`src/design/bcd_pkg.sv`:
```
// Notes on behaviour
// - bar input high is black, low white
// - zero and space one unit, one two
// - code opens with header of two zeros
// - code closes with tail one then zero
// - width counter runs while first black lasts
// - first sample at half width in white
// - half compare is latched width shifted right
// - later samples every full latched width
// - black then white decodes as zero
// - black black white decodes as one
// - other black patterns invalid, white white ends
// - eight shifted bits pull byte ready low
// - three bit gray bit counter, cleared
// - byte ready driven only at gray zero
// - data register shifts only on controller strobe
// - direction low means reverse, bytes bit-reversed
// - scan active high while code read
// - decode error high on illegal pattern
// - controller checks header, steers every part
// - header 00 forward, 01 reverse, else error
// - clear when idle and white, count in sync
// - direction set in forward, reset idle
// - active is not idle, error from error state
package bcd_pkg;

  // ****************************************
  // widths and register map
  // ****************************************
  localparam int RATE_W = 8;
  localparam int BYTE_W = 8;
  localparam int GRAY_W = 3;

  localparam logic [1:0] REG_DATA    = 2'h0;
  localparam logic [1:0] REG_STATUS  = 2'h1;
  localparam logic [1:0] REG_CONTROL = 2'h2;

  localparam int ST_DIR      = 0;
  localparam int ST_ACT      = 1;
  localparam int ST_ERR      = 2;
  localparam int ST_IRQ      = 3;
  localparam int ST_GRAY_LSB = 4;
  localparam int CTRL_ENABLE = 0;
  localparam logic CTRL_ENABLE_RST = 1'b1;

  localparam logic [RATE_W-1:0] RATE_MAX = 8'hff;
  localparam logic [RATE_W-1:0] RATE_ONE = 8'h01;
  localparam logic [GRAY_W-1:0] GRAY_ZERO = 3'h0;

  // ****************************************
  // types
  // ****************************************
  typedef enum logic [3:0] {
    CtlIdle, CtlSync, CtlLatch, CtlHdr1, CtlHdr2, CtlHdr3, CtlFwd,
    CtlRev1, CtlRev2, CtlAct1, CtlAct2, CtlAct3, CtlAct4, CtlErr
  } bcd_ctl_t;

  typedef struct packed {
    logic        read;
    logic        write;
    logic [1:0]  address;
    logic [31:0] writedata;
  } bcd_avs_req_t;

  typedef struct packed {
    logic scanDirection;
    logic scanActive;
    logic decodeError;
  } bcd_status_t;

  typedef struct packed {
    logic [2:0]        barSync;
    logic              barLevel;
    bcd_ctl_t          ctl;
    logic [RATE_W-1:0] rateCnt;
    logic [RATE_W-1:0] widthLatch;
    logic              halfSel;
    logic [GRAY_W-1:0] gray;
    logic [BYTE_W-1:0] shiftData;
    logic              dirFlag;
    logic              errFlag;
    logic              ctlEnable;
    logic              busAck;
    logic [31:0]       readData;
  } bcd_state_t;

endpackage

```
`src/design/bcd_bar_code_decoder.sv`:
```
// Design decisions made here: the Avalon-MM register port and the placing of the registers.
`timescale 1ns/1ps
`default_nettype none
module bcd_bar_code_decoder (
  // clock and reset
  input  wire logic              clock,
  input  wire logic              srst,
  // avalon-mm slave
  input  wire bcd_pkg::bcd_avs_req_t avsReq,
  output logic [31:0]            avsReadData,
  output logic                   avsWaitRequest,
  // light pen
  input  wire logic              barIn,
  // byte ready, open collector, active low
  output logic                   byteReadyNDrive,
  output logic                   byteReadyNEn,
  // data and status pins
  output logic [7:0]             dataByte,
  output bcd_pkg::bcd_status_t   status
);
  import bcd_pkg::*;

  initial begin
    if (RATE_W != 8 || BYTE_W != 8 || GRAY_W != 3) begin
      $error("unsupported width setting");
    end
  end

  // ****************************************
  // helpers
  // ****************************************
  function automatic logic [GRAY_W-1:0] grayNext(
    input logic [GRAY_W-1:0] g);
    unique case (g)
      3'h0: grayNext = 3'h1;
      3'h1: grayNext = 3'h3;
      3'h3: grayNext = 3'h2;
      3'h2: grayNext = 3'h6;
      3'h6: grayNext = 3'h7;
      3'h7: grayNext = 3'h5;
      3'h5: grayNext = 3'h4;
      3'h4: grayNext = 3'h0;
    endcase
  endfunction

  // half or full path of the mux; a zero compare would never be reached
  function automatic logic [RATE_W-1:0] cmpValue(
    input logic [RATE_W-1:0] w, input logic half);
    logic [RATE_W-1:0] v;
    v = half ? (w >> 1) : w;
    cmpValue = (v == '0) ? RATE_ONE : v;
  endfunction

  function automatic logic isSampling(input bcd_ctl_t c);
    isSampling = !(c inside {CtlIdle, CtlSync, CtlLatch});
  endfunction

  bcd_state_t q;
  bcd_state_t d;

  logic              bar;
  logic              zero;
  logic              counterClear;
  logic              widthCountUp;
  logic              halfWidthSelect;
  logic              bitShiftClock;
  logic              terminalCountEnable;
  logic [RATE_W-1:0] cmp;
  logic              busy;

  // ****************************************
  // decode of present state
  // ****************************************
  always_comb begin
    bar = q.barLevel;
    cmp = cmpValue(q.widthLatch, q.halfSel);
    zero = isSampling(q.ctl) && (q.rateCnt == cmp);
    counterClear = (q.ctl == CtlIdle) && !bar;
    widthCountUp = (q.ctl == CtlSync);
    halfWidthSelect = (q.ctl == CtlLatch);
    // a bit is complete once its trailing white is sampled
    bitShiftClock = zero && !bar &&
                    (q.ctl == CtlAct1 || q.ctl == CtlAct2);
    // only right after a shift, so the idle gray zero cannot fire
    terminalCountEnable = (q.ctl == CtlAct3) || (q.ctl == CtlAct4);
    busy = avsReq.read || avsReq.write;
  end

  // ****************************************
  // next state
  // ****************************************
  always_comb begin
    d = q;
    d.barSync = {q.barSync[1:0], barIn};
    if (q.barSync[1] == q.barSync[2]) begin
      d.barLevel = q.barSync[2];
    end

    // rate counter
    if (widthCountUp) begin
      if (q.rateCnt != RATE_MAX) begin
        d.rateCnt = q.rateCnt + RATE_ONE;
      end
    end else if (halfWidthSelect) begin
      d.widthLatch = q.rateCnt;
      d.rateCnt = RATE_ONE;
      d.halfSel = 1'b1;
    end else if (zero) begin
      d.rateCnt = RATE_ONE;
      d.halfSel = 1'b0;
    end else if (isSampling(q.ctl)) begin
      d.rateCnt = q.rateCnt + RATE_ONE;
    end else begin
      d.rateCnt = '0;
    end

    // controller
    unique case (q.ctl)
      CtlIdle: begin
        if (bar) begin
          d.ctl = CtlSync;
        end
      end
      CtlSync: begin
        if (!bar) begin
          d.ctl = CtlLatch;
        end
      end
      CtlLatch: d.ctl = CtlHdr1;
      CtlHdr1: begin
        if (zero) begin
          d.ctl = bar ? CtlErr : CtlHdr2;
        end
      end
      CtlHdr2: begin
        if (zero) begin
          d.ctl = bar ? CtlHdr3 : CtlErr;
        end
      end
      CtlHdr3: begin
        if (zero) begin
          d.ctl = bar ? CtlRev1 : CtlFwd;
        end
      end
      CtlFwd: begin
        if (zero) begin
          d.ctl = CtlAct1;
        end
      end
      CtlRev1: begin
        if (zero) begin
          d.ctl = bar ? CtlErr : CtlRev2;
        end
      end
      CtlRev2: begin
        if (zero) begin
          d.ctl = bar ? CtlAct1 : CtlErr;
        end
      end
      CtlAct1: begin
        if (zero) begin
          d.ctl = bar ? CtlAct2 : CtlAct3;
        end
      end
      CtlAct2: begin
        if (zero) begin
          d.ctl = bar ? CtlErr : CtlAct4;
        end
      end
      CtlAct3, CtlAct4: begin
        if (zero) begin
          d.ctl = bar ? CtlAct1 : CtlIdle;
        end
      end
      CtlErr: begin
        if (zero) begin
          d.ctl = CtlAct1;
        end
      end
    endcase
    if (!q.ctlEnable) begin
      d.ctl = CtlIdle;
    end

    // bit counter and data register
    if (counterClear) begin
      d.gray = GRAY_ZERO;
    end else if (bitShiftClock) begin
      d.gray = grayNext(q.gray);
    end
    if (bitShiftClock) begin
      d.shiftData = {q.shiftData[BYTE_W-2:0],
                     q.ctl == CtlAct2};
    end

    // status flags
    if (q.ctl == CtlIdle) begin
      d.dirFlag = 1'b0;
      d.errFlag = 1'b0;
    end else begin
      if (q.ctl == CtlFwd) begin
        d.dirFlag = 1'b1;
      end
      if (q.ctl == CtlErr) begin
        d.errFlag = 1'b1;
      end
    end

    // bus: one wait cycle, then the answer
    d.busAck = busy && !q.busAck;
    if (busy && !q.busAck) begin
      unique case (avsReq.address)
        REG_DATA: d.readData = {24'h0, q.shiftData};
        REG_STATUS: begin
          d.readData = '0;
          d.readData[ST_DIR] = q.dirFlag;
          d.readData[ST_ACT] = q.ctl != CtlIdle;
          d.readData[ST_ERR] = q.errFlag;
          d.readData[ST_IRQ] = byteReadyNEn;
          d.readData[ST_GRAY_LSB +: GRAY_W] = q.gray;
        end
        REG_CONTROL: d.readData = {31'h0, q.ctlEnable};
        default: d.readData = '0;
      endcase
    end
    if (avsReq.write && q.busAck && avsReq.address == REG_CONTROL) begin
      d.ctlEnable = avsReq.writedata[CTRL_ENABLE];
    end
  end

  // ****************************************
  // registers
  // ****************************************
  always_ff @(posedge clock) begin
    if (srst) begin
      q <= '{barSync: 3'h0, barLevel: 1'b0, ctl: CtlIdle,
             rateCnt: 8'h0, widthLatch: 8'h0, halfSel: 1'b0,
             gray: 3'h0, shiftData: 8'h0, dirFlag: 1'b0,
             errFlag: 1'b0, ctlEnable: CTRL_ENABLE_RST,
             busAck: 1'b0, readData: 32'h0};
    end else begin
      q <= d;
    end
  end

  // ****************************************
  // outputs
  // ****************************************
  always_comb begin
    avsReadData = q.readData;
    avsWaitRequest = busy && !q.busAck;
    byteReadyNDrive = 1'b0;
    byteReadyNEn = terminalCountEnable
                   && q.gray == GRAY_ZERO;
    dataByte = q.shiftData;
    status.scanDirection = q.dirFlag;
    status.scanActive = q.ctl != CtlIdle;
    status.decodeError = q.errFlag;
  end
endmodule
`default_nettype wire

```
`config.mk`:
```
export PLATFORM = sky130hd
export DESIGN_NAME = bcd_bar_code_decoder
export DESIGN_NICKNAME = d
export VERILOG_FILES = /design/src/design/bcd_pkg.sv /design/src/design/bcd_bar_code_decoder.sv
export SDC_FILE = /design/constraint.sdc
export NUM_CORES = 1
export LEC_CHECK = 0
export ABC_CLOCK_PERIOD_IN_PS = 2400
export BUFFER_PORTS_ARGS = -buffer_cell sky130_fd_sc_hd__clkbuf_2
export CORE_MARGIN = 4
export CORE_UTILIZATION = 44
export CTS_CLUSTER_DIAMETER = 120
export DETAILED_ROUTE_END_ITERATION = 10
export PLACE_DENSITY = 0.7
export SLEW_MARGIN = 40
export SYNTH_ARGS = -nofsm -noshare
export SYNTH_HDL_FRONTEND = slang
export SYNTH_SLANG_ARGS = --single-unit
```
`constraint.sdc`:
```
create_clock -name clock -period 2.4 [get_ports clock]
set_input_delay 0 -clock clock [delete_from_list [all_inputs] [get_ports clock]]
set_output_delay 0 -clock clock [all_outputs]
set_load 0.02 [all_outputs]
```
==> flow_metrics.py, run 1 <==
metrics = {
    "run_status": {
        "status": "completed",
    },
    "timing": {
        "worstMarginPinSlew_ps": 777,
        "hold_viol_final": 0,
        "grt_setup_unrepaired": "false",
        "finClkSkew_ps": 8.92,
        "max_freq_ghz": 0.435,
        "period_share_pct": 95.7,
        "drv_slew": 0,
        "setup_tns_ps": 0,
        "slew-limit-headroom_pct": 48.2,
        "fin_crit_ps": 2300,
        "setup_viol": 0,
    },
    "detailed_routing": {
        "via_per_inst": 5.06,
        "dr.pass1.iters": 4,
        "vias": 2172,
        "route.detailed.drc": 0,
        "route.detailed.wl_per_inst_um": 12.4,
        "ant_nets": 0,
        "drt_wl_total_mm": 5.31,
        "drtIter0Drc": 77,
    },
    "layout": {
        "layout_common_cells": "dfxtp_1 (48), nand2_1 (31), a21oi_1 (29)",
        "instances_no_fill": 429,
        "final_common_cell": "dfxtp_1",
        "area_growth_pct": 6.39,
        "drive_gt1_share_pct": 17.2,
        "nets": 393,
        "num_antenna_cells": 0,
    },
    "power": {
        "ir_worst_vdd_uv": 326,
        "power_density_nw_per_um2": 536,
        "p_leak_nw": 1.14,
    },
    "critical_path": {
        "crit_family": "simple AND/OR/NAND/NOR gates",
        "rr_worst_depth": 7,
        "critPathLaunchType": "register",
        "critPathBufInv": 1,
        "crit_type": "register to register",
        "crit_chain": "or4_4, o41ai_2, xnor2_1, or4_1, buf_4, o31ai_4, a21oi_1",
        "max_stage_delay_ps": 510,
        "critical_path_required_ps": 2590,
        "crit_arrival_ps": 2490,
        "end_kind": "register",
        "critical_path_depth": 7,
        "worst_path_max_delay_cell": "or4_4",
        "path_max_fanout": 5,
    },
    "floorplanning": {
        "initial_utilization_pct": 46.1,
        "die-area_um2": 7610,
        "die_w_um": 87.2,
        "core_region_area_um2": 5990,
        "fp-row-count": 28,
        "io_pins": 85,
        "dieHeight_um": 87.2,
    },
    "logic_synthesis": {
        "ys_seq_area_share_pct": 34.8,
        "synthArstFlopShare_pct": 0,
        "syn-cell-area_um2": 2760,
        "netlist_instances": 339,
        "ys_seq_elements": 48,
        "ys.flop_type": "dfxtp_1",
        "synth_edf_count": 0,
        "synth_warnings": 0,
        "synth.avg_cell_area_um2": 8.15,
        "synth_cell_types": 45,
    },
    "hold_path": {
        "whs_path_depth": 4,
        "min_path_type": "input pin to register",
    },
    "place": {
        "gp_congestion": 0.811,
        "port_buffers": 28,
        "place_inst": 419,
        "post-dp-hpwl_mm": 3.94,
    },
    "global_routing": {
        "grt_use_total_pct": 14.8,
        "grt_pass1_wl_mm": 9.09,
        "grt_start_max_net_pins": 40,
        "grt_pass1_vias": 1987,
        "grt_overflow_total": 0,
        "grt_antenna_before_repair": 0,
    },
    "clocking": {
        "root_buffer": "clkbuf_8",
        "tritoncts": "built",
        "htree_levels": 2,
        "cts_num_sinks": 48,
        "clock_latency_ps": 300,
        "cts_buffers": 5,
        "post-cts-setup-buffers": 0,
        "clock_path_buffers": 2,
        "path_clk_slew_ps": 90,
    },
    "flow_run": {
        "maxCapViolCount": 0,
    },
}
where the power goes:
group / switching (mW) / internal, mW / total, mW
registers: 0.0117 / 0.806 / 0.818
clock network: 0.276 / 0.308 / 0.584
logic: 0.117 / 0.0563 / 0.173
total: 0.404 / 1.17 / 1.57
area by class of cell:
cell class | count | area, um2
fillers | 602 | 3050
multi-input cells | 247 | 1460
flip-flops and latches | 48 | 961
repair buffers | 46 | 293
well taps | 75 | 93.8
clock buffers | 5 | 68.8
clock inverters | 3 | 42.5
inverters | 5 | 18.8
cell usage after synthesis (2+ instances only):
cell type | number | share of area [%]
dfxtp_1 | 48 | 35
buf_4 | 43 | 12
nand2_1 | 31 | 4.2
a21oi_1 | 29 | 5.3
nor2_1 | 27 | 3.7
mux2i_1 | 21 | 7.6
clkbuf_1 | 14 | 1.9
nand2b_1 | 13 | 2.9
nand3_1 | 13 | 2.4
o21ai_0 | 11 | 2.0
xor2_1 | 10 | 3.2
nor2b_1 | 8 | 1.8
nor3_1 | 7 | 1.3
or3_1 | 6 | 1.4
and3_1 | 5 | 1.1
inv_1 | 5 | 0.68
nand4_1 | 4 | 0.91
xnor2_1 | 4 | 1.3
a211oi_1 | 3 | 0.82
nor3b_1 | 3 | 0.82
o21ai_1 | 3 | 0.54
buf_1 | 2 | 0.27
buf_2 | 2 | 0.36
buf_6 | 2 | 0.82
mux2_2 | 2 | 0.82
nand3b_1 | 2 | 0.54
o21bai_1 | 2 | 0.54
o22ai_1 | 2 | 0.45
kinds of logic (layout without fill, tap and decap cells):
family	after synthesis	in the layout	share of synthesized area (%)
flip-flops	48	48	34.8
buffers and inverters	68	59	15.7
AND/OR/NAND/NOR	125	125	23.1
XOR/XNOR	14	14	4.44
AO/OA/AOI/OAI	59	59	13.0
multiplexers	23	23	8.43
other	1	25	0.136
adder cells (fa/ha/maj)	1	1	0.453
per-stage QoR:
stage	setup WS (ps)	power, mW	utilization [%]	instance area (um2)	hold slack (ps)
global placement	139	1.00	46.8	2800	226
detailed placement	112	1.01	46.8	2810	218
global route	4.56	1.64	49.0	2940	61.7
finish	103	1.57	49.0	2940	44.4
floorplan	242	1.00	-	2850	128
CTS	96.8	1.59	49.0	2940	46.5
layer usage:
layer | track usage, % | share of wire (%) | vias to the layer above
met5 | 0 | 0 | -
met4 | 5.30 | 1.4 | 0
met3 | 2.93 | 5.0 | 6
met2 | 23.1 | 45 | 48
met1 | 20.3 | 48 | 1004
li1 | - | - | 1114
worst register-to-register path, delay by kind of cell (launching register included):
kind | cells | cell delay (ps)
AO/OA/AOI/OAI | 3 | 570
XOR/XNOR | 1 | 130
buffers and inverters | 1 | 190
AND/OR/NAND/NOR | 2 | 960
flip-flops | 1 | 350
worst paths after layout:
| kind | end | slack, ps | from |
|---|---|---|---|
| worst max-delay path | register | 100 | q[52] |
| worst min-delay path | q[33] | 40 | avsReq[34] |
| worst max register to register | register | 100 | q[52] |
| worst min register to register | d[71] | 450 | d[70] |
state kept, by name, summed over array words and instances (netlist names), named ones only:
name	cells
q	25
avsReadData	8
bar	1
status	2
dataByte	8
d	2
timing repair:
action                    in CTS  in global routing
resized for setup              0                  0
hold endpoints to repair       2                  0
hold buffers                   2                  0
Note: power is estimated with default switching activity, not from simulation.
==> run 2: changes to the inputs <==
--- a/config.mk
+++ b/config.mk
@@ -11,7 +11,7 @@
 export CORE_UTILIZATION = 44
 export CTS_CLUSTER_DIAMETER = 120
 export DETAILED_ROUTE_END_ITERATION = 10
-export PLACE_DENSITY = 0.7
+export PLACE_DENSITY = 0.71
 export SLEW_MARGIN = 40
 export SYNTH_ARGS = -nofsm -noshare
 export SYNTH_HDL_FRONTEND = slang
==> run 2 against run 1 <==
  * Final cell count shrank 0.23%
  * Total power grew 1.7%
  * Via count shrank 0.41%
  * Combinational power is essentially flat
  * Count of clock-buffer cells in the layout grew 1
  * Largest cell class unchanged
  * Largest power group unchanged
==> flow_metrics.py, run 2 (synthesized netlist as in run 1, its figures left out) <==
metrics = {
    "detailed_routing": {
        "via_per_inst": 5.05,
        "vias": 2163,
        "ant_nets": 0,
        "route.detailed.drc": 0,
        "dr.pass1.iters": 4,
        "drt_wl_total_mm": 5.38,
        "route.detailed.wl_per_inst_um": 12.6,
        "drtIter0Drc": 94,
    },
    "place": {
        "post-dp-hpwl_mm": 3.86,
        "port_buffers": 28,
        "gp_congestion": 0.819,
        "place_inst": 418,
    },
    "power": {
        "p_leak_nw": 1.14,
        "ir_worst_vdd_uv": 301,
        "power_density_nw_per_um2": 545,
    },
    "timing": {
        "grt_setup_unrepaired": "false",
        "fin_crit_ps": 2290,
        "drv_slew": 0,
        "hold_viol_final": 0,
        "finClkSkew_ps": 8.43,
        "period_share_pct": 95.3,
        "hold_slack_ps": 44.0,
        "worstMarginPinSlew_ps": 762,
        "setup_tns_ps": 0,
        "slew-limit-headroom_pct": 49.2,
        "setup_viol": 0,
        "max_freq_ghz": 0.437,
    },
    "global_routing": {
        "grt_pass1_vias": 1997,
        "grt_pass1_wl_mm": 8.94,
        "grt_start_max_net_pins": 40,
        "grt_antenna_before_repair": 0,
        "grt_use_total_pct": 14.5,
        "grt_overflow_total": 0,
    },
    "layout": {
        "layout_common_cells": "dfxtp_1 (48), nand2_1 (31), a21oi_1 (29)",
        "nets": 392,
        "drive_gt1_share_pct": 17.0,
        "instances_no_fill": 428,
        "num_antenna_cells": 0,
        "fillers": 565,
        "largest_reg_flops": 25,
        "final_common_cell": "dfxtp_1",
        "largest_register": "q",
        "area_growth_pct": 6.48,
    },
    "critical_path": {
        "worst_path_max_delay_cell": "or4_4",
        "crit_type": "register to register",
        "r2r_start": "q[52]",
        "crit_arrival_ps": 2480,
        "critPathBufInv": 1,
        "path_max_fanout": 5,
        "max_stage_delay_ps": 520,
        "critPathLaunchType": "register",
        "crit_family": "simple AND/OR/NAND/NOR gates",
        "crit_chain": "or4_4, o41ai_2, xnor2_1, or4_1, buf_4, o31ai_4, a21oi_1",
        "rr_worst_depth": 7,
        "end_kind": "register",
        "r2r_slack_ps": 110,
        "critical_path_required_ps": 2590,
    },
    "floorplanning": {
        "die-area_um2": 7610,
        "fp-row-count": 28,
        "die_w_um": 87.2,
        "io_pins": 85,
        "initial_utilization_pct": 46.1,
        "dieHeight_um": 87.2,
        "core_region_area_um2": 5990,
    },
    "clocking": {
        "hold_buffers": 2,
        "clock_latency_ps": 310,
        "root_buffer": "clkbuf_8",
        "cts_resized": 0,
        "tritoncts": "built",
        "clock_path_buffers": 2,
        "post-cts-setup-buffers": 0,
        "path_clk_slew_ps": 90,
        "htree_levels": 2,
        "cts_buffers": 5,
        "cts_num_sinks": 48,
    },
    "run_status": {
        "status": "completed",
    },
    "hold_path": {
        "whs_path_depth": 4,
        "min_path_type": "input pin to register",
        "hold_start": "avsReq[34]",
        "worstHoldEndpoint": "q[33]",
    },
    "flow_run": {
        "maxCapViolCount": 0,
    },
}
-- run 2: changes by cell type in the layout (fill, tap and decap cells not counted), sizes merged --
cell,change
buf,-1
clkbuf,+1
clkinvlp,-1
-- run 2: cell type report --
type / count / area [um2] / share of cell area, %
clock buffer: 6 / 82.6 / 2.81
clock inverter: 2 / 38.8 / 1.32
inverter: 5 / 18.8 / 0.638
multi-input combinational: 247 / 1460 / 49.7
sequential: 48 / 961 / 32.7
tap: 75 / 93.8 / 3.19
timing repair buffer: 45 / 285 / 9.70
-- run 2: layer usage --
metal  wire length, um  track usage, %  part of all wire [%]  vias up
met5                 0               0                     0        -
met4                29            3.49                  0.54        0
met3               365            4.16                   6.8        2
met2              2400            23.1                    45       52
met1              2590            19.5                    48      994
li1                  -               -                     -     1115
-- run 2: worst max path at each step --
stage,from,end,slack (ps),cells past startpoint
3_3_place_gp,q[52],register,150,7
2_1_floorplan,q[51],register,240,7
5_1_grt,q[52],register,6,7
4_1_cts,q[52],register,120,7
3_5_place_dp,q[52],register,130,7
6_report,q[52],register,110,7
-- run 2: worst reg2reg max path, delay by kind of cell, from the launching register on --
| family | cells | cell delay (ps) |
|---|---|---|
| AO/OA/AOI/OAI | 3 | 560 |
| XOR/XNOR | 1 | 130 |
| buffers and inverters | 1 | 180 |
| flip-flops | 1 | 350 |
| AND/OR/NAND/NOR | 2 | 960 |
-- run 2: power breakdown --
group | leakage [nW] | switching [mW] | internal, mW
Sequential | 0.388 | 0.0111 | 0.806
Clock | 0.0614 | 0.270 | 0.341
Combinational | 0.694 | 0.118 | 0.0563
-- run 2: per-stage QoR --
stage	utilization, %	total power, mW	area (um2)	setup WS, ps
2_1_floorplan	-	1.00	2850	242
3_3_place_gp	46.7	1.00	2800	147
3_5_place_dp	46.7	1.01	2800	134
4_1_cts	49.1	1.62	2940	124
5_1_grt	49.1	1.67	2940	6.25
6_report	49.1	1.60	2940	113
